==> config.mk <==
export PLATFORM = sky130hd
export DESIGN_NAME = sphp_spi_slave
export DESIGN_NICKNAME = d
export VERILOG_FILES = /design/src/shared/sphp_pkg.sv /design/src/rtl/sphp_spi_slave.sv /design/src/rtl/sphp_sync2.sv /design/src/rtl/sphp_fifo.sv
export SDC_FILE = /design/constraint.sdc
export NUM_CORES = 1
export LEC_CHECK = 0
export BUFFER_PORTS_ARGS = -buffer_cell sky130_fd_sc_hd__buf_2
export CAP_MARGIN = 20
export CORE_MARGIN = 2
export CORE_UTILIZATION = 65
export CTS_CLUSTER_SIZE = 24
export DETAILED_ROUTE_END_ITERATION = 8
export PLACE_DENSITY = 0.86
export SYNTH_ARGS = -nofsm -noshare
export SYNTH_HDL_FRONTEND = slang
export SYNTH_HIERARCHICAL = 1
export SYNTH_SLANG_ARGS = --single-unit
==> constraint.sdc <==
create_clock -name clock_in -period 8.64 [get_ports clock_in]
set_input_delay 0.432 -clock clock_in [delete_from_list [all_inputs] [get_ports clock_in]]
set_output_delay 0.432 -clock clock_in [all_outputs]
set_load 0.01 [all_outputs]
==> src/shared/sphp_pkg.sv <==
// Shared constants and carrier types for the host serial port block
package sphp_pkg;
  localparam int SPHP_BYTE_W = 8;
  localparam logic [7:0] SPHP_BUSY_FILL = 8'hFF;
  localparam logic [7:0] SPHP_PAD_BYTE = 8'hFF;
  localparam int SPHP_FIFO_DEPTH = 16;
  localparam logic SPHP_API_SETTING = 1'b1;
  localparam int SPHP_CLK_HZ = 20_000_000;
  localparam int SPHP_MAX_BPS = 5_000_000;
  localparam int SPHP_MIN_SCLK_CYC = SPHP_CLK_HZ / SPHP_MAX_BPS;
  localparam logic [1:0] SPHP_SEL_ASYNC = 2'b01;
  localparam logic [1:0] SPHP_SEL_SYNC = 2'b10;
  localparam logic [1:0] SPHP_SEL_BOTH = 2'b11;
  typedef struct packed {
    logic valid;
    logic [7:0] data;
  } sphp_byte_t;
  typedef enum logic [2:0] {
    SPHP_PORT_WAIT = 3'b001,
    SPHP_PORT_ASYNC = 3'b010,
    SPHP_PORT_SYNC = 3'b100
  } sphp_port_t;
endpackage : sphp_pkg

==> src/rtl/sphp_spi_slave.sv <==
// Slave serial port with pending-data alert, fill byte, padding and port selection
`timescale 1ns/100ps
`default_nettype none
// Behaviour
// - Port works only as slave; clock and input data come from master.
// - Four lines: data in, data out, serial clock, slave select.
// - Alert asserted while data waits, held until all bytes shifted out.
// - Serial clock and data rate at most 5 Mb/s.
// - Bytes shift most significant bit first on both lines.
// - Mode 0: clock idles low, data sampled on rising edge.
// - Only framed protocol; framed setting must be one when used.
// - With select asserted, shift in received bits and present transmit bits.
// - Rising edge of select resets receive and transmit shift registers.
// - Output line driven whenever serial clock toggles, select or not.
// - With nothing queued, send busy fill byte per clocked byte.
// - Data into empty transmit buffer is preceded by one padding byte.
// - Both ports enabled: async until first select, then sync till reset.
// - Only async enabled: use it alone, ignore select.
// - Only sync enabled: use it alone, ignore async traffic.
// - Async output held low at boot forces sync port only.
// - Neither enabled: async stays enabled and alone, select ignored.
module sphp_spi_slave
  import sphp_pkg::*;
#(
  parameter int DEPTH = SPHP_FIFO_DEPTH
) (
  // Clock and reset
  input wire logic clock_in,
  input wire logic rst_n_in,
  // Serial pins
  input wire logic sclk_in,
  input wire logic mosi_in,
  input wire logic ssel_n_in,
  output logic miso_out,
  output logic miso_oe_out,
  output logic data_pending_alert_n_out,
  // Configuration
  input wire logic [1:0] port_enable_in,
  input wire logic async_dout_pin_in,
  input wire logic framed_protocol_setting_in,
  // Transmit data from device core
  input wire logic tx_valid_in,
  input wire logic [7:0] tx_data_in,
  output logic tx_ready_out,
  // Received data to device core
  output logic rx_valid_out,
  output logic [7:0] rx_data_out,
  // Port selection status
  output logic sync_active_out,
  output logic async_active_out
);
  // Below two the pad byte could not lead the data
  if (DEPTH < 2) begin : g_depth_check
    $error("DEPTH too small");
  end

  // Pin synchronisers
  logic sclk_s;
  logic mosi_s;
  logic ssel_n_s;
  logic dout_s;
  sphp_sync2 #(.RESET_VAL(1'b0)) u_sync_sclk (
    .clock_in(clock_in), .rst_n_in(rst_n_in), .d_in(sclk_in), .q_out(sclk_s));
  sphp_sync2 #(.RESET_VAL(1'b0)) u_sync_mosi (
    .clock_in(clock_in), .rst_n_in(rst_n_in), .d_in(mosi_in), .q_out(mosi_s));
  sphp_sync2 #(.RESET_VAL(1'b1)) u_sync_ssel (
    .clock_in(clock_in), .rst_n_in(rst_n_in), .d_in(ssel_n_in), .q_out(ssel_n_s));
  sphp_sync2 #(.RESET_VAL(1'b1)) u_sync_dout (
    .clock_in(clock_in), .rst_n_in(rst_n_in), .d_in(async_dout_pin_in), .q_out(dout_s));

  // Edge detection on synchronised pins
  logic sclk_d;
  logic ssel_n_d;
  logic sclk_rise;
  logic sclk_fall;
  logic ssel_rise;
  logic ssel_fall;
  always_ff @(posedge clock_in or negedge rst_n_in) begin
    if (!rst_n_in) begin
      sclk_d <= 1'b0;
      ssel_n_d <= 1'b1;
    end else begin
      sclk_d <= sclk_s;
      ssel_n_d <= ssel_n_s;
    end
  end
  // Edges need half periods of several clocks; the clock ratio caps the link rate
  assign sclk_rise = sclk_s && !sclk_d;
  assign sclk_fall = !sclk_s && sclk_d;
  assign ssel_rise = ssel_n_s && !ssel_n_d;
  assign ssel_fall = !ssel_n_s && ssel_n_d;

  // Port selection, strap caught three cycles after release
  sphp_port_t port_state;
  logic [1:0] boot_wait;
  logic strap_taken;
  logic strap_low;
  always_ff @(posedge clock_in or negedge rst_n_in) begin
    if (!rst_n_in) begin
      boot_wait <= '0;
      strap_taken <= 1'b0;
      strap_low <= 1'b0;
    end else if (boot_wait != 2'd2) begin
      // Synchroniser shows its reset level for two edges after release
      boot_wait <= boot_wait + 2'd1;
    end else if (!strap_taken) begin
      strap_taken <= 1'b1;
      strap_low <= !dout_s;
    end
  end
  always_ff @(posedge clock_in or negedge rst_n_in) begin
    if (!rst_n_in) begin
      port_state <= SPHP_PORT_WAIT;
    end else begin
      unique case (port_state)
        SPHP_PORT_WAIT: begin
          if (strap_taken) begin
            if (strap_low || port_enable_in == SPHP_SEL_SYNC) begin
              port_state <= SPHP_PORT_SYNC;
            end else begin
              port_state <= SPHP_PORT_ASYNC;
            end
          end
        end
        SPHP_PORT_ASYNC: begin
          // Select only moves us across when both ports are enabled
          if (port_enable_in == SPHP_SEL_BOTH && ssel_fall) begin
            port_state <= SPHP_PORT_SYNC;
          end
        end
        SPHP_PORT_SYNC: begin
          port_state <= SPHP_PORT_SYNC;
        end
      endcase
    end
  end
  logic sync_on;
  assign sync_on = (port_state == SPHP_PORT_SYNC) &&
                   (framed_protocol_setting_in == SPHP_API_SETTING);
  always_ff @(posedge clock_in or negedge rst_n_in) begin
    if (!rst_n_in) begin
      sync_active_out <= 1'b0;
      async_active_out <= 1'b0;
    end else begin
      sync_active_out <= port_state == SPHP_PORT_SYNC;
      async_active_out <= port_state == SPHP_PORT_ASYNC;
    end
  end

  // Transmit buffer
  logic fifo_rd_valid;
  logic [7:0] fifo_rd_data;
  logic fifo_rd_ready;
  sphp_fifo #(.WIDTH(SPHP_BYTE_W), .DEPTH(DEPTH)) u_tx_fifo (
    .clock_in(clock_in),
    .rst_n_in(rst_n_in),
    .wr_valid_in(tx_valid_in),
    .wr_data_in(tx_data_in),
    .wr_ready_out(tx_ready_out),
    .rd_valid_out(fifo_rd_valid),
    .rd_data_out(fifo_rd_data),
    .rd_ready_in(fifo_rd_ready)
  );

  // Padding owed when data lands in an empty buffer
  logic pad_owed;
  logic byte_load;
  logic load_due;
  always_ff @(posedge clock_in or negedge rst_n_in) begin
    if (!rst_n_in) begin
      pad_owed <= 1'b0;
    end else if (tx_valid_in && tx_ready_out && !fifo_rd_valid) begin
      pad_owed <= 1'b1;
    end else if (byte_load && pad_owed) begin
      pad_owed <= 1'b0;
    end
  end

  // Shift engine
  logic [7:0] tx_shift;
  logic [7:0] rx_shift;
  logic [2:0] bit_cnt;
  logic active;
  assign active = sync_on && !ssel_n_s;
  // Next byte is loaded on select assertion and after every eighth rising edge
  assign byte_load = sync_on && (ssel_fall || (active && sclk_fall && bit_cnt == 3'd0 &&
                     load_due));
  assign fifo_rd_ready = byte_load && !pad_owed && fifo_rd_valid;
  logic [7:0] next_byte;
  always_comb begin
    if (pad_owed) begin
      next_byte = SPHP_PAD_BYTE;
    end else if (fifo_rd_valid) begin
      next_byte = fifo_rd_data;
    end else begin
      next_byte = SPHP_BUSY_FILL;
    end
  end
  always_ff @(posedge clock_in or negedge rst_n_in) begin
    if (!rst_n_in) begin
      load_due <= 1'b0;
    end else if (ssel_rise || byte_load) begin
      load_due <= 1'b0;
    end else if (active && sclk_rise && bit_cnt == 3'd7) begin
      load_due <= 1'b1;
    end
  end
  always_ff @(posedge clock_in or negedge rst_n_in) begin
    if (!rst_n_in) begin
      tx_shift <= SPHP_BUSY_FILL;
    end else if (ssel_rise) begin
      tx_shift <= SPHP_BUSY_FILL;
    end else if (byte_load) begin
      tx_shift <= next_byte;
    end else if (active && sclk_fall) begin
      tx_shift <= {tx_shift[6:0], 1'b1};
    end
  end
  always_ff @(posedge clock_in or negedge rst_n_in) begin
    if (!rst_n_in) begin
      rx_shift <= '0;
      bit_cnt <= '0;
    end else if (ssel_rise) begin
      rx_shift <= '0;
      bit_cnt <= '0;
    end else if (active && sclk_rise) begin
      rx_shift <= {rx_shift[6:0], mosi_s};
      bit_cnt <= bit_cnt + 3'd1;
    end
  end
  always_ff @(posedge clock_in or negedge rst_n_in) begin
    if (!rst_n_in) begin
      rx_valid_out <= 1'b0;
      rx_data_out <= '0;
    end else begin
      rx_valid_out <= active && sclk_rise && bit_cnt == 3'd7;
      if (active && sclk_rise && bit_cnt == 3'd7) begin
        rx_data_out <= {rx_shift[6:0], mosi_s};
      end
    end
  end

  // Alert stays low until the last real byte has left the serializer
  logic data_in_shift;
  always_ff @(posedge clock_in or negedge rst_n_in) begin
    if (!rst_n_in) begin
      data_in_shift <= 1'b0;
    end else if (ssel_rise) begin
      data_in_shift <= 1'b0;
    end else if (byte_load) begin
      data_in_shift <= fifo_rd_ready;
    end
  end

  // Pin drivers; output enable held while clock toggles
  logic sclk_seen;
  always_ff @(posedge clock_in or negedge rst_n_in) begin
    if (!rst_n_in) begin
      sclk_seen <= 1'b0;
      miso_out <= 1'b1;
      miso_oe_out <= 1'b0;
      data_pending_alert_n_out <= 1'b1;
    end else begin
      if (sync_on && (sclk_rise || sclk_fall)) begin
        sclk_seen <= 1'b1;
      end
      miso_out <= tx_shift[7];
      miso_oe_out <= sync_on && (!ssel_n_s || sclk_seen);
      data_pending_alert_n_out <= !(sync_on &&
                                    (fifo_rd_valid || pad_owed || data_in_shift));
    end
  end

  // Assertions
  logic [7:0] past_rx;
  always_ff @(posedge clock_in) begin
    past_rx <= rx_shift;
  end
  property p_alert;
    @(posedge clock_in) disable iff (!rst_n_in)
      (sync_on && fifo_rd_valid) |=> !data_pending_alert_n_out;
  endproperty
  a_alert: assert property (p_alert) else $error("alert not raised with data");
  property p_ssel_clear;
    @(posedge clock_in) disable iff (!rst_n_in)
      ssel_rise |=> (rx_shift == 8'h00 && bit_cnt == 3'd0);
  endproperty
  a_ssel_clear: assert property (p_ssel_clear) else $error("shift not cleared");
  property p_fill;
    @(posedge clock_in) disable iff (!rst_n_in)
      (byte_load && !pad_owed && !fifo_rd_valid) |=> tx_shift == SPHP_BUSY_FILL;
  endproperty
  a_fill: assert property (p_fill) else $error("fill byte wrong");
  property p_pad;
    @(posedge clock_in) disable iff (!rst_n_in)
      (tx_valid_in && tx_ready_out && !fifo_rd_valid) |=> pad_owed;
  endproperty
  a_pad: assert property (p_pad) else $error("padding not owed");
  property p_sync_sticky;
    @(posedge clock_in) disable iff (!rst_n_in)
      port_state == SPHP_PORT_SYNC |=> port_state == SPHP_PORT_SYNC;
  endproperty
  a_sync_sticky: assert property (p_sync_sticky) else $error("left sync port");
  property p_async_only;
    @(posedge clock_in) disable iff (!rst_n_in)
      (port_state == SPHP_PORT_ASYNC && port_enable_in != SPHP_SEL_BOTH)
      |=> port_state == SPHP_PORT_ASYNC;
  endproperty
  a_async_only: assert property (p_async_only) else $error("select not ignored");
  property p_strap;
    @(posedge clock_in) disable iff (!rst_n_in)
      (port_state == SPHP_PORT_WAIT && strap_taken && strap_low) |=> port_state == SPHP_PORT_SYNC;
  endproperty
  a_strap: assert property (p_strap) else $error("strap ignored");
  property p_msb;
    @(posedge clock_in) disable iff (!rst_n_in)
      (active && sclk_rise) |=> rx_shift[0] == $past(mosi_s) && rx_shift[7:1] == past_rx[6:0];
  endproperty
  a_msb: assert property (p_msb) else $error("receive order wrong");
  property p_oe;
    @(posedge clock_in) disable iff (!rst_n_in)
      (sync_on && !ssel_n_s) |=> miso_oe_out;
  endproperty
  a_oe: assert property (p_oe) else $error("output not driven");
  property p_alert_shift;
    @(posedge clock_in) disable iff (!rst_n_in)
      (sync_on && data_in_shift) |=> !data_pending_alert_n_out;
  endproperty
  a_alert_shift: assert property (p_alert_shift) else $error("alert dropped early");
  c_rx_byte: cover property (@(posedge clock_in) disable iff (!rst_n_in) rx_valid_out);
  c_to_sync: cover property (@(posedge clock_in) disable iff (!rst_n_in)
    $rose(port_state == SPHP_PORT_SYNC));
  c_pad_sent: cover property (@(posedge clock_in) disable iff (!rst_n_in) byte_load && pad_owed);
endmodule : sphp_spi_slave
`default_nettype wire

==> src/rtl/sphp_sync2.sv <==
// Two flip-flop synchroniser for pin inputs
`timescale 1ns/100ps
`default_nettype none
module sphp_sync2 #(
  parameter logic RESET_VAL = 1'b0
) (
  // Clock and reset
  input wire logic clock_in,
  input wire logic rst_n_in,
  // Data
  input wire logic d_in,
  output logic q_out
);
  logic meta;
  always_ff @(posedge clock_in or negedge rst_n_in) begin
    if (!rst_n_in) begin
      meta <= RESET_VAL;
      q_out <= RESET_VAL;
    end else begin
      meta <= d_in;
      q_out <= meta;
    end
  end
endmodule : sphp_sync2
`default_nettype wire

==> src/rtl/sphp_fifo.sv <==
// Flip-flop FIFO with valid and ready on both sides
`timescale 1ns/100ps
`default_nettype none
module sphp_fifo #(
  parameter int WIDTH = 8,
  parameter int DEPTH = 16
) (
  // Clock and reset
  input wire logic clock_in,
  input wire logic rst_n_in,
  // Fill side
  input wire logic wr_valid_in,
  input wire logic [WIDTH-1:0] wr_data_in,
  output logic wr_ready_out,
  // Drain side
  output logic rd_valid_out,
  output logic [WIDTH-1:0] rd_data_out,
  input wire logic rd_ready_in
);
  localparam int AW = $clog2(DEPTH);
  // Pointers wrap by overflow, so only powers of two are served
  if (DEPTH < 2 || (1 << AW) != DEPTH) begin : g_depth_check
    $error("DEPTH must be a power of two");
  end
  logic [WIDTH-1:0] mem [DEPTH];
  logic [AW-1:0] wr_ptr;
  logic [AW-1:0] rd_ptr;
  logic [AW:0] count;
  logic [AW:0] next_count;
  logic do_wr;
  logic do_rd;
  assign rd_valid_out = (count != '0);
  assign rd_data_out = mem[rd_ptr];
  assign do_wr = wr_valid_in && wr_ready_out;
  assign do_rd = rd_valid_out && rd_ready_in;
  assign next_count = count + (AW+1)'(do_wr) - (AW+1)'(do_rd);
  always_ff @(posedge clock_in) begin
    if (do_wr) begin
      mem[wr_ptr] <= wr_data_in;
    end
  end
  always_ff @(posedge clock_in or negedge rst_n_in) begin
    if (!rst_n_in) begin
      wr_ptr <= '0;
      rd_ptr <= '0;
      count <= '0;
      wr_ready_out <= 1'b1;
    end else begin
      if (do_wr) wr_ptr <= wr_ptr + AW'(1);
      if (do_rd) rd_ptr <= rd_ptr + AW'(1);
      count <= next_count;
      // Ready is registered from the next count, so it equals count below depth
      wr_ready_out <= next_count != (AW+1)'(DEPTH);
    end
  end
endmodule : sphp_fifo
`default_nettype wire

==> out/results.ini, run 1 <==
[outcome]
status = finished clean

[timing]
finalHoldViolations = 0
rsz0062_at_grt = false
fmax_ghz = 0.285
fin_skew_ns = 0.00829
max_slew.worst_pin.slew_ns = 0.826
relSlewSlack = 0.449
tns_ns = 0
min_period_ns = 3.50
fin_crit_sh = 0.406
maxSlewViolCount = 0
finalSetupViolCount = 0
layout_setup_ws_ns = 5.14

[final_layout]
n_antenna_cell = 0
synthToLayoutAreaGrowth_pct = 9.55
finalNetCount = 529
drive_gt1_frac = 0.247
design_area_um2 = 8720
seq_area_um2 = 5540
fillers = 692
multiInputGateArea_um2 = 2180

[floorplanning]
die_w_um = 115
coreArea_um2 = 12000
die_h_um = 115
die-area_um2 = 13100
io_pins = 33
initial_core_util = 0.665
rows = 40

[yosys]
yosysTopAreaCellShare = 0.483
postSynthCellCount = 463
synth_area_leaders = edfxtp_1, dfrtp_1, mux4_2, dfstp_2, ha_1
syn_nets = 499
synth_edf_count = 128
synth_seq_cells = 195
syn-cell-area_um2 = 7960
synth.distinct_cells = 57
async_reset_ff_frac = 0.344
yosys.area.top_type = edfxtp_1
synthFlopType = edfxtp_1
ys_seq_area_frac = 0.696
ys.warnings.count = 6
avgSynthCellArea_um2 = 17.2

[clocking]
numCtsBuffers = 17
clk_pin_slew_worst_paths_ns = 0.06
clk_latency_ns = 0.43
ctsHoldBuffers = 0
cts_resized = 0
post_cts_buffers = 0
clk_path_buf_depth = 2
htree_levels = 4
cts_root_buffer = clkbuf_16
tritoncts = done
numClockSinks = 195

[worst_setup_path]
crit_type = reg2reg
cp_slowest_cell = or4b_4
cpPeakStageDelay_ns = 0.49
path_max_fanout = 10
crit_path_end_kind = flop
cp_common_cell = ha_1
required_ns = 8.98
worst_setup_path_start_kind = flop
arrival_ns = 3.84
path_cells = inv_1, ha_1, or4b_4, nor2b_1, o2111a_1, and2_4, ha_1, inv_1, ha_1, fa_1, a21oi_1, o21bai_1, xnor2_1, nand3b_1

[place]
numPortBuffers = 32
place_congestion = 0.805
hpwl_mm = 9.13
place_ws_ns = 5.28
placed_area_um2 = 8190

[power_and_ir_drop]
power_uw = 2630
ir_drop_v = 0.000209
powerDensity_nw_per_um2 = 302
power_leakage_uw = 0.00326

[route]
remaining_drc_errors = 0
first_pass_iters = 5
drt_wl_total_mm = 14.9
viasPerCell = 6.46
wl_per_cell_um = 22.9
ant_nets = 0
via_count = 4202
drt-initial-drc-count = 494

[global_route]
grt_pass1_wl_mm = 23.0
grt_pass1_vias = 4272
antenna_found_initial = 0
track_usage = 0.244
grt_max_degree = 68
overflow = 0

[flow_run]
max-cap-violations = 0

[worst_hold_path]
hold_class = in2reg

-- power breakdown --
part	leakage (uW)	total (uW)	internal (uW)	switching, uW
logic	0.00104	703	304	399
clock network	0.000255	719	418	301
registers	0.00196	1210	1140	67.7
-- layout by cell type, fill, tap and decap left out, types with 7 or more instances in the layout --
master,count
nor2b_1,7
ha_1,17
buf_2,32
xnor2_1,7
edfxtp_1,128
nor3_1,9
and2_1,13
mux4_2,32
inv_1,22
mux2_1,8
and3_1,7
dfrtp_1,49
a311oi_1,8
nand4_1,10
clkbuf_16,17
a221oi_2,7
a22oi_1,16
nand2_1,24
dfstp_2,17
o21ai_1,9
-- state kept, by name, indices dropped and copies added, names as in the netlist, 2 cells and up --
register          flops
u_tx_fifo/count       5
u_tx_fifo/wr_ptr      4
rx_data_out           8
u_tx_fifo/rd_ptr      4
bit_cnt               3
u_tx_fifo/mem       128
boot_wait             2
rx_shift              7
port_state            3
tx_shift              8
-- cell families after synthesis --
kind of cell	count (synthesis)	synth area share
mux	43	0.106
fa+ha+maj	18	0.0292
xor+xnor	11	0.0121
simple gates	90	0.0660
buf+inv	48	0.0297
flops	195	0.696
compound gates	58	0.0599
-- area by class of cell --
cell class	instances	area share
multi-input combinational	220	0.250
timing repair buffer	37	0.0227
clock inverter	7	0.00991
clock buffer	22	0.0510
sequential	195	0.636
inverter	22	0.00947
tap	147	0.0211
-- per-stage QoR --
step | std cells | hold slack (ns) | util
after detailed placement | 621 | 0.335 | 0.684
after global placement | 621 | 0.332 | 0.684
after floorplan | 463 | 0.136 | -
after global routing | 650 | 0.102 | 0.729
after CTS | 650 | 0.0966 | 0.729
final | 650 | 0.110 | 0.729
-- cells in the mapped netlist (3+ instances only) --
| cell | number |
|---|---|
| nand2b_1 | 3 |
| nand2_1 | 24 |
| mux2_1 | 8 |
| buf_2 | 9 |
| dfstp_2 | 17 |
| edfxtp_1 | 128 |
| a21oi_1 | 4 |
| a311oi_1 | 8 |
| mux4_2 | 32 |
| buf_1 | 4 |
| xnor2_1 | 7 |
| and3_1 | 7 |
| clkbuf_2 | 3 |
| nor3_1 | 9 |
| a22oi_1 | 16 |
| ha_1 | 17 |
| clkbuf_1 | 4 |
| a221oi_2 | 7 |
| nor2b_1 | 7 |
| o21ai_1 | 9 |
| nand4_1 | 10 |
| inv_1 | 22 |
| xor2_1 | 4 |
| and2_1 | 13 |
| buf_6 | 5 |
| dfrtp_1 | 50 |
-- per-layer routing --
layer  GRT usage  part of all wire
met5           0                 0
met4       0.110             0.026
met3      0.0461             0.044
met2       0.400              0.52
met1       0.323              0.41
-- path summary, 6_finish.rpt --
kind                                         startpoint                               end  slack, ns  cells after the start
min in group asynchronous                      rst_n_in        rx_data_out[3]$_DFFE_PN0P_       0.19                      2
max reg2reg                u_tx_fifo/count[3]$_DFF_PN0_  u_tx_fifo/wr_ready_out$_DFF_PN1_       5.14                     14
max                        u_tx_fifo/count[3]$_DFF_PN0_  u_tx_fifo/wr_ready_out$_DFF_PN1_       5.14                     14
min reg2reg                  u_sync_mosi/meta$_DFF_PN0_       u_sync_mosi/q_out$_DFF_PN0_       0.35                      0
max in group asynchronous                      rst_n_in   u_tx_fifo/rd_ptr[0]$_DFFE_PN0P_       7.86                      2
min                                             mosi_in        u_sync_mosi/meta$_DFF_PN0_       0.11                      1
-- critical path, delay by kind of cell, from the launching register on --
kind / cells / cell delay (ns)
buffers and inverters: 2 / 0.16
AO/OA/AOI/OAI: 3 / 0.55
XOR/XNOR: 1 / 0.21
adder cells (fa/ha/maj): 4 / 1.08
AND/OR/NAND/NOR: 4 / 1.02
flip-flops: 1 / 0.40
Note: power is estimated with default switching activity, not from simulation.
==> inputs of run 2 (changes only) <==
ABC_AREA = 1   (was unset)
CORE_UTILIZATION = 56   (was 65)
PLACE_DENSITY = 0.79   (was 0.86)
clock period = 3.2 ns   (was 8.64 ns; I/O delays follow)
==> run 2 against run 1 <==
  * Clock skew is essentially flat
  * Die area grew 25%
  * Flip-flop and latch count unchanged
  * Sequential share of layout area decreased by 5.5 points
  * Worst hold slack worse by 0.040 ns
  * First-iteration DRC count decreased by 4.9%
  * Count of clock-buffer cells in the layout fell by 4
  * Routed wire length grew 15%
  * Largest power group unchanged
  * Highest routed layer unchanged
==> out/results.ini, run 2 <==
[outcome]
status = finished clean

[power_and_ir_drop]
internal-power_uw = 4940
power_frac_clock = 0.273
power_leakage_uw = 0.00446
ir_drop_v = 0.000530
switchingPower_uw = 2740
netSwitchingFraction = 0.357
combPwrFrac = 0.314
seq_power_share = 0.414
powerDensity_nw_per_um2 = 804

[route]
viasPerCell = 5.25
drt-initial-drc-count = 470
via_count = 5707
remaining_drc_errors = 0
first_pass_iters = 5
drt_wl_total_mm = 17.2
ant_nets = 0
wl_per_cell_um = 15.8

[worst_setup_path]
cpPeakStageDelay_ns = 0.46
worst_setup_path_start_kind = flop
r2r_cells = 16
crit_path_end_kind = flop
cp_slowest_cell = fa_1
path_max_fanout = 7
required_ns = 3.55
cp_common_cell = inv_1
arrival_ns = 3.29
crit_type = reg2reg
path_cells = inv_1, ha_1, nand2_1, nor2_1, nand3_4, a21oi_1, nand2_1, inv_1, nand2_1, inv_1, ha_1, inv_1, ha_1, fa_1, nor3_1, nand3_1

[yosys]
yosys.area_share.simple = 0.207
synth_edf_count = 128
synth_area_leaders = edfxtp_1, dfrtp_1, nand2_1, nand3_1, inv_1
syn_nets = 885
synth_common_cells = nand2_1, inv_1, edfxtp_1, nand3_1, dfrtp_1
ys_seq_area_frac = 0.642
yosys.area.top_type = edfxtp_1
postSynthCellCount = 849
ys.warnings.count = 6
synth_seq_cells = 195
synth-xor-area-share = 0.00711
yosysTopAreaCellShare = 0.446
synth.distinct_cells = 35
avgSynthCellArea_um2 = 10.2
synth.most_common_cell = nand2_1
synth-compound-area-share = 0.0212
synth_mux_area_frac = 0
synth_top_family_by_area = simple AND/OR/NAND/NOR gates
async_reset_ff_frac = 0.344
syn-cell-area_um2 = 8630
synthFlopType = edfxtp_1
synth_adder_area_share = 0.0270

[final_layout]
regMostFlops = u_tx_fifo/mem
final_util = 0.630
layout_commonest_cell = nand2_1
finalNetCount = 922
drive_gt1_frac = 0.111
n_antenna_cell = 0
largest_reg_flops = 128
synthToLayoutAreaGrowth_pct = 10.7
reg_top3 = u_tx_fifo/mem x128, rx_data_out x8, tx_shift x8
final_cell_mix = nand2_1, inv_1, edfxtp_1

[place]
place_ws_ns = 0.346
place_congestion = 0.842
hpwl_mm = 10.5
numPortBuffers = 32

[clocking]
clk_path_buf_depth = 2
htree_levels = 4
clk_latency_ns = 0.44
cts_resized = 0
post_cts_buffers = 0
numClockSinks = 195
tritoncts = done
cts_root_buffer = clkbuf_16
clk_pin_slew_worst_paths_ns = 0.06
numCtsBuffers = 17

[floorplanning]
die_h_um = 128
rows = 45
die-area_um2 = 16400
die_w_um = 128
io_pins = 33
coreArea_um2 = 15100
initial_core_util = 0.570

[global_route]
grt_pass1_vias = 5726
grt_pass1_wl_mm = 28.0
antenna_found_initial = 0
grt_max_degree = 67
overflow = 0
track_usage = 0.226

[worst_hold_path]
hold_class = in2reg
whs_path_depth = 3

[timing]
finalHoldViolations = 0
max_slew.worst_pin.slew_ns = 0.961
min_period_ns = 2.94
relSlewSlack = 0.357
tns_ns = 0
fin_crit_sh = 0.919
rsz0062_at_grt = false
fmax_ghz = 0.340
fin_skew_ns = 0.00792
finalSetupViolCount = 0
layout_setup_ws_ns = 0.261
maxSlewViolCount = 0

[flow_run]
max-cap-violations = 0

-- run 2: changes by cell type after synthesis, sizes merged, moves of 8 or more --
cell,delta
a221oi,-8
a22oi,-16
a311oi,-8
and2,-14
inv,+137
mux2,-10
mux4,-32
nand2,+216
nand3,+123
nor2,+25
-- run 2: path summary, 6_finish.rpt --
path | endpoint | startpoint | slack, ns
worst min-delay path | miso_oe_out$_DFF_PN0_ | framed_protocol_setting_in | 0.07
max in group asynchronous | tx_shift[1]$_DFFE_PN1P_ | rst_n_in | 2.18
worst max-delay path | u_tx_fifo/wr_ready_out$_DFF_PN1_ | bit_cnt[0]$_DFFE_PN0P_ | 0.26
worst max register to register | u_tx_fifo/wr_ready_out$_DFF_PN1_ | bit_cnt[0]$_DFFE_PN0P_ | 0.26
worst min register to register | u_sync_mosi/q_out$_DFF_PN0_ | u_sync_mosi/meta$_DFF_PN0_ | 0.35
min in group asynchronous | u_sync_mosi/q_out$_DFF_PN0_ | rst_n_in | 0.23
-- run 2: area by class of cell --
class / instances / area (um2)
clock buffers: 18 / 429
clock inverters: 14 / 155
fillers: 1112 / 5600
inverters: 162 / 608
multi-input cells: 464 / 2260
flip-flops and latches: 195 / 5540
well taps: 188 / 235
repair buffers: 46 / 313
-- run 2: stage by stage --
| step | instance area, um2 | instances | hold slack, ns | power [uW] |
|---|---|---|---|---|
| final | 9550 | 1087 | 0.0698 | 7670 |
| after global routing | 9550 | 1087 | 0.0725 | 8110 |
| after CTS | 9550 | 1087 | 0.0616 | 7670 |
| after detailed placement | 8900 | 1049 | 0.154 | 5570 |
| after global placement | 8880 | 1048 | 0.141 | 5450 |
| after floorplan | 8630 | 849 | -0.136 | 4970 |
-- run 2: worst max-delay path, delay by kind of cell, from the launching register on --
family,cells,cell delay (ns)
buf+inv,4,0.35
compound gates,1,0.18
simple gates,7,0.89
flops,1,0.41
fa+ha+maj,4,1.03
-- run 2: layer usage --
layer / track usage / wire length [um]
met2: 0.379 / 8530
met3: 0.0472 / 1310
met1: 0.288 / 6890
met4: 0.0944 / 463
met5: 0 / 0
-- run 2: cells by family (layout without fill, tap and decap cells) --
family                   Yosys count  in the layout
AO/OA/AOI/OAI                     33             33
XOR/XNOR                           7              7
adder cells (fa/ha/maj)           18             18
buffers and inverters            190            240
flip-flops                       195            195
AND/OR/NAND/NOR                  406            406
-- run 2: power groups by stage --
stage / Sequential (uW) / Clock, uW / Combinational, uW
after detailed placement: 3220 / 0 / 2350
final: 3170 / 2090 / 2410
after global placement: 3210 / 0 / 2240
after CTS: 3170 / 2110 / 2390
after floorplan: 3170 / 0 / 1800
after global routing: 3200 / 2210 / 2700
-- run 2: timing repair --
action / in CTS / in global routing
hold buffers: 6 / 0
hold endpoints to repair: 21 / 0
setup endpoints to repair: 0 / 0
==> inputs of run 3 (changes only) <==
CORE_MARGIN = 5   (was 2)
==> run 3 against run 2 <==
  * Non-clock buffer count increased by 3
  * Sequential share of layout area decreased by 0.091 points
  * Setup slack got worse by 0.063 ns
  * Clock power increased by 2%
  * Sequential power about the same
  * Critical path type unchanged
  * Largest power group unchanged
==> out/results.ini, run 3 (same netlist as run 2, synthesis figures left out) <==
[worst_setup_path]
path_max_fanout = 7
crit_path_end_kind = flop
worst_setup_path_start_kind = flop
critPathBufInv = 4
reg2reg_to = u_tx_fifo/wr_ready_out$_DFF_PN1_
r2r_slack_ns = 0.20
cpPeakStageDelay_ns = 0.45
required_ns = 3.55
startpoint = bit_cnt[0]$_DFFE_PN0P_
path_cells = inv_1, ha_1, nand2_1, nor2_1, nand3_4, a21oi_1, nand2_1, inv_1, nand2_1, inv_1, ha_1, inv_1, ha_1, fa_1, nor3_1, nand3_1
crit_type = reg2reg
crit_end = u_tx_fifo/wr_ready_out$_DFF_PN1_
r2r_start = bit_cnt[0]$_DFFE_PN0P_
cp_common_cell = inv_1
cp_slowest_cell = fa_1
cp_top_family = adder cells
arrival_ns = 3.35
r2r_cells = 16
cp_num_cells = 16

[route]
viasPerCell = 5.28
ant_nets = 0
drt_wl_total_mm = 17.2
remaining_drc_errors = 0
via_count = 5758
wl_per_cell_um = 15.8
first_pass_iters = 5
drt-initial-drc-count = 555

[power_and_ir_drop]
power_leakage_uw = 0.00447
power_uw = 7700
powerDensity_nw_per_um2 = 805
ir_drop_v = 0.000465

[final_layout]
multiInputGateArea_um2 = 2260
synthToLayoutAreaGrowth_pct = 10.9
largest_reg_flops = 128
layout_commonest_cell = nand2_1
finalNetCount = 925
drive_gt1_frac = 0.115
n_antenna_cell = 0
final_cell_mix = nand2_1, inv_1, edfxtp_1
regMostFlops = u_tx_fifo/mem
reg_top3 = u_tx_fifo/mem x128, rx_data_out x8, tx_shift x8
seq_area_um2 = 5540
fillers = 1139

[global_route]
top_usage_layer = met2
overflow = 0
track_usage = 0.201
grt_pass1_vias = 5547
use_met3 = 0.0356
grtUsageMet2 = 0.336
antenna_found_initial = 0
grt_pass1_wl_mm = 28.0
grt.met1_usage = 0.266
grt_max_degree = 67

[worst_hold_path]
hold_class = in2reg

[timing]
relSlewSlack = 0.386
min_period_ns = 3.00
rsz0062_at_grt = false
fin_crit_sh = 0.938
fmax_ghz = 0.333
maxSlewViolCount = 0
tns_ns = 0
finalHoldViolations = 0
max_slew.worst_pin.slew_ns = 0.918
finalSetupViolCount = 0
hold_ws_ns = 0.0560
fin_skew_ns = 0.00780

[floorplanning]
die-area_um2 = 18000
io_pins = 33
initial_core_util = 0.570
coreArea_um2 = 15100
die_w_um = 134
die_h_um = 134
rows = 45

[clocking]
htree_levels = 4
ctsHoldBuffers = 6
clk_pin_slew_worst_paths_ns = 0.07
post_cts_buffers = 0
cts_root_buffer = clkbuf_16
cts_resized = 0
tritoncts = done
clk_path_buf_depth = 2
numClockSinks = 195
clk_latency_ns = 0.44
numCtsBuffers = 17

[place]
hpwl_mm = 10.4
numPortBuffers = 32
place_congestion = 0.815

[outcome]
status = finished clean

[flow_run]
max-cap-violations = 0

[run 3: cell types whose count changed in the layout (fill, tap and decap cells not counted), sizes merged]
cell / before / now
inv: 163 / 167
buf: 40 / 43
clkinv: 8 / 6
clkbuf: 18 / 17
clkinvlp: 3 / 2
[run 3: worst min-delay path: stages]
cell     delay (ns)
buf_2          0.11
nand3_4        0.13
a21oi_1        0.05
[run 3: stage by stage]
step | cells | instance area [um2] | utilization | worst slack (ns)
after floorplan | 849 | 8630 | - | 0.591
after global placement | 1052 | 8910 | 0.588 | 0.415
after detailed placement | 1052 | 8910 | 0.588 | 0.298
after CTS | 1090 | 9560 | 0.631 | 0.221
after global routing | 1090 | 9560 | 0.631 | 0.0144
final | 1090 | 9560 | 0.631 | 0.197
[run 3: worst min path at each step]
stage	start	to	slack [ns]	depth (start not counted)
after CTS	framed_protocol_setting_in	miso_oe_out$_DFF_PN0_	0.04	3
after floorplan	rst_n_in	async_active_out$_DFF_PN0_	-0.14	0
after global routing	framed_protocol_setting_in	miso_oe_out$_DFF_PN0_	0.05	3
after global placement	rst_n_in	rx_data_out[3]$_DFFE_PN0P_	0.21	1
after detailed placement	rst_n_in	rx_data_out[3]$_DFFE_PN0P_	0.21	1
final	framed_protocol_setting_in	miso_oe_out$_DFF_PN0_	0.06	3
[run 3: metal layers]
| layer | vias up | wire, um |
|---|---|---|
| li1 | 2802 | - |
| met1 | 2757 | 7330 |
| met2 | 173 | 8600 |
| met3 | 26 | 933 |
| met4 | 0 | 314 |
| met5 | - | 0 |
[run 3: layout make-up]
class                           count  area share
Inverter                          162      0.0636
Timing Repair Buffer               49      0.0330
Sequential cell                   195       0.580
Clock buffer                       17      0.0445
Multi-Input combinational cell    464       0.237
Tap cell                          188      0.0246
Clock inverter                     15      0.0179
[run 3: report_power, final]
part | switching [uW] | leakage [uW] | total [uW] | internal, uW
clock | 965 | 0.000287 | 2140 | 1180
combinational | 1640 | 0.00223 | 2380 | 735
sequential | 155 | 0.00196 | 3180 | 3020
total | 2760 | 0.00447 | 7700 | 4940
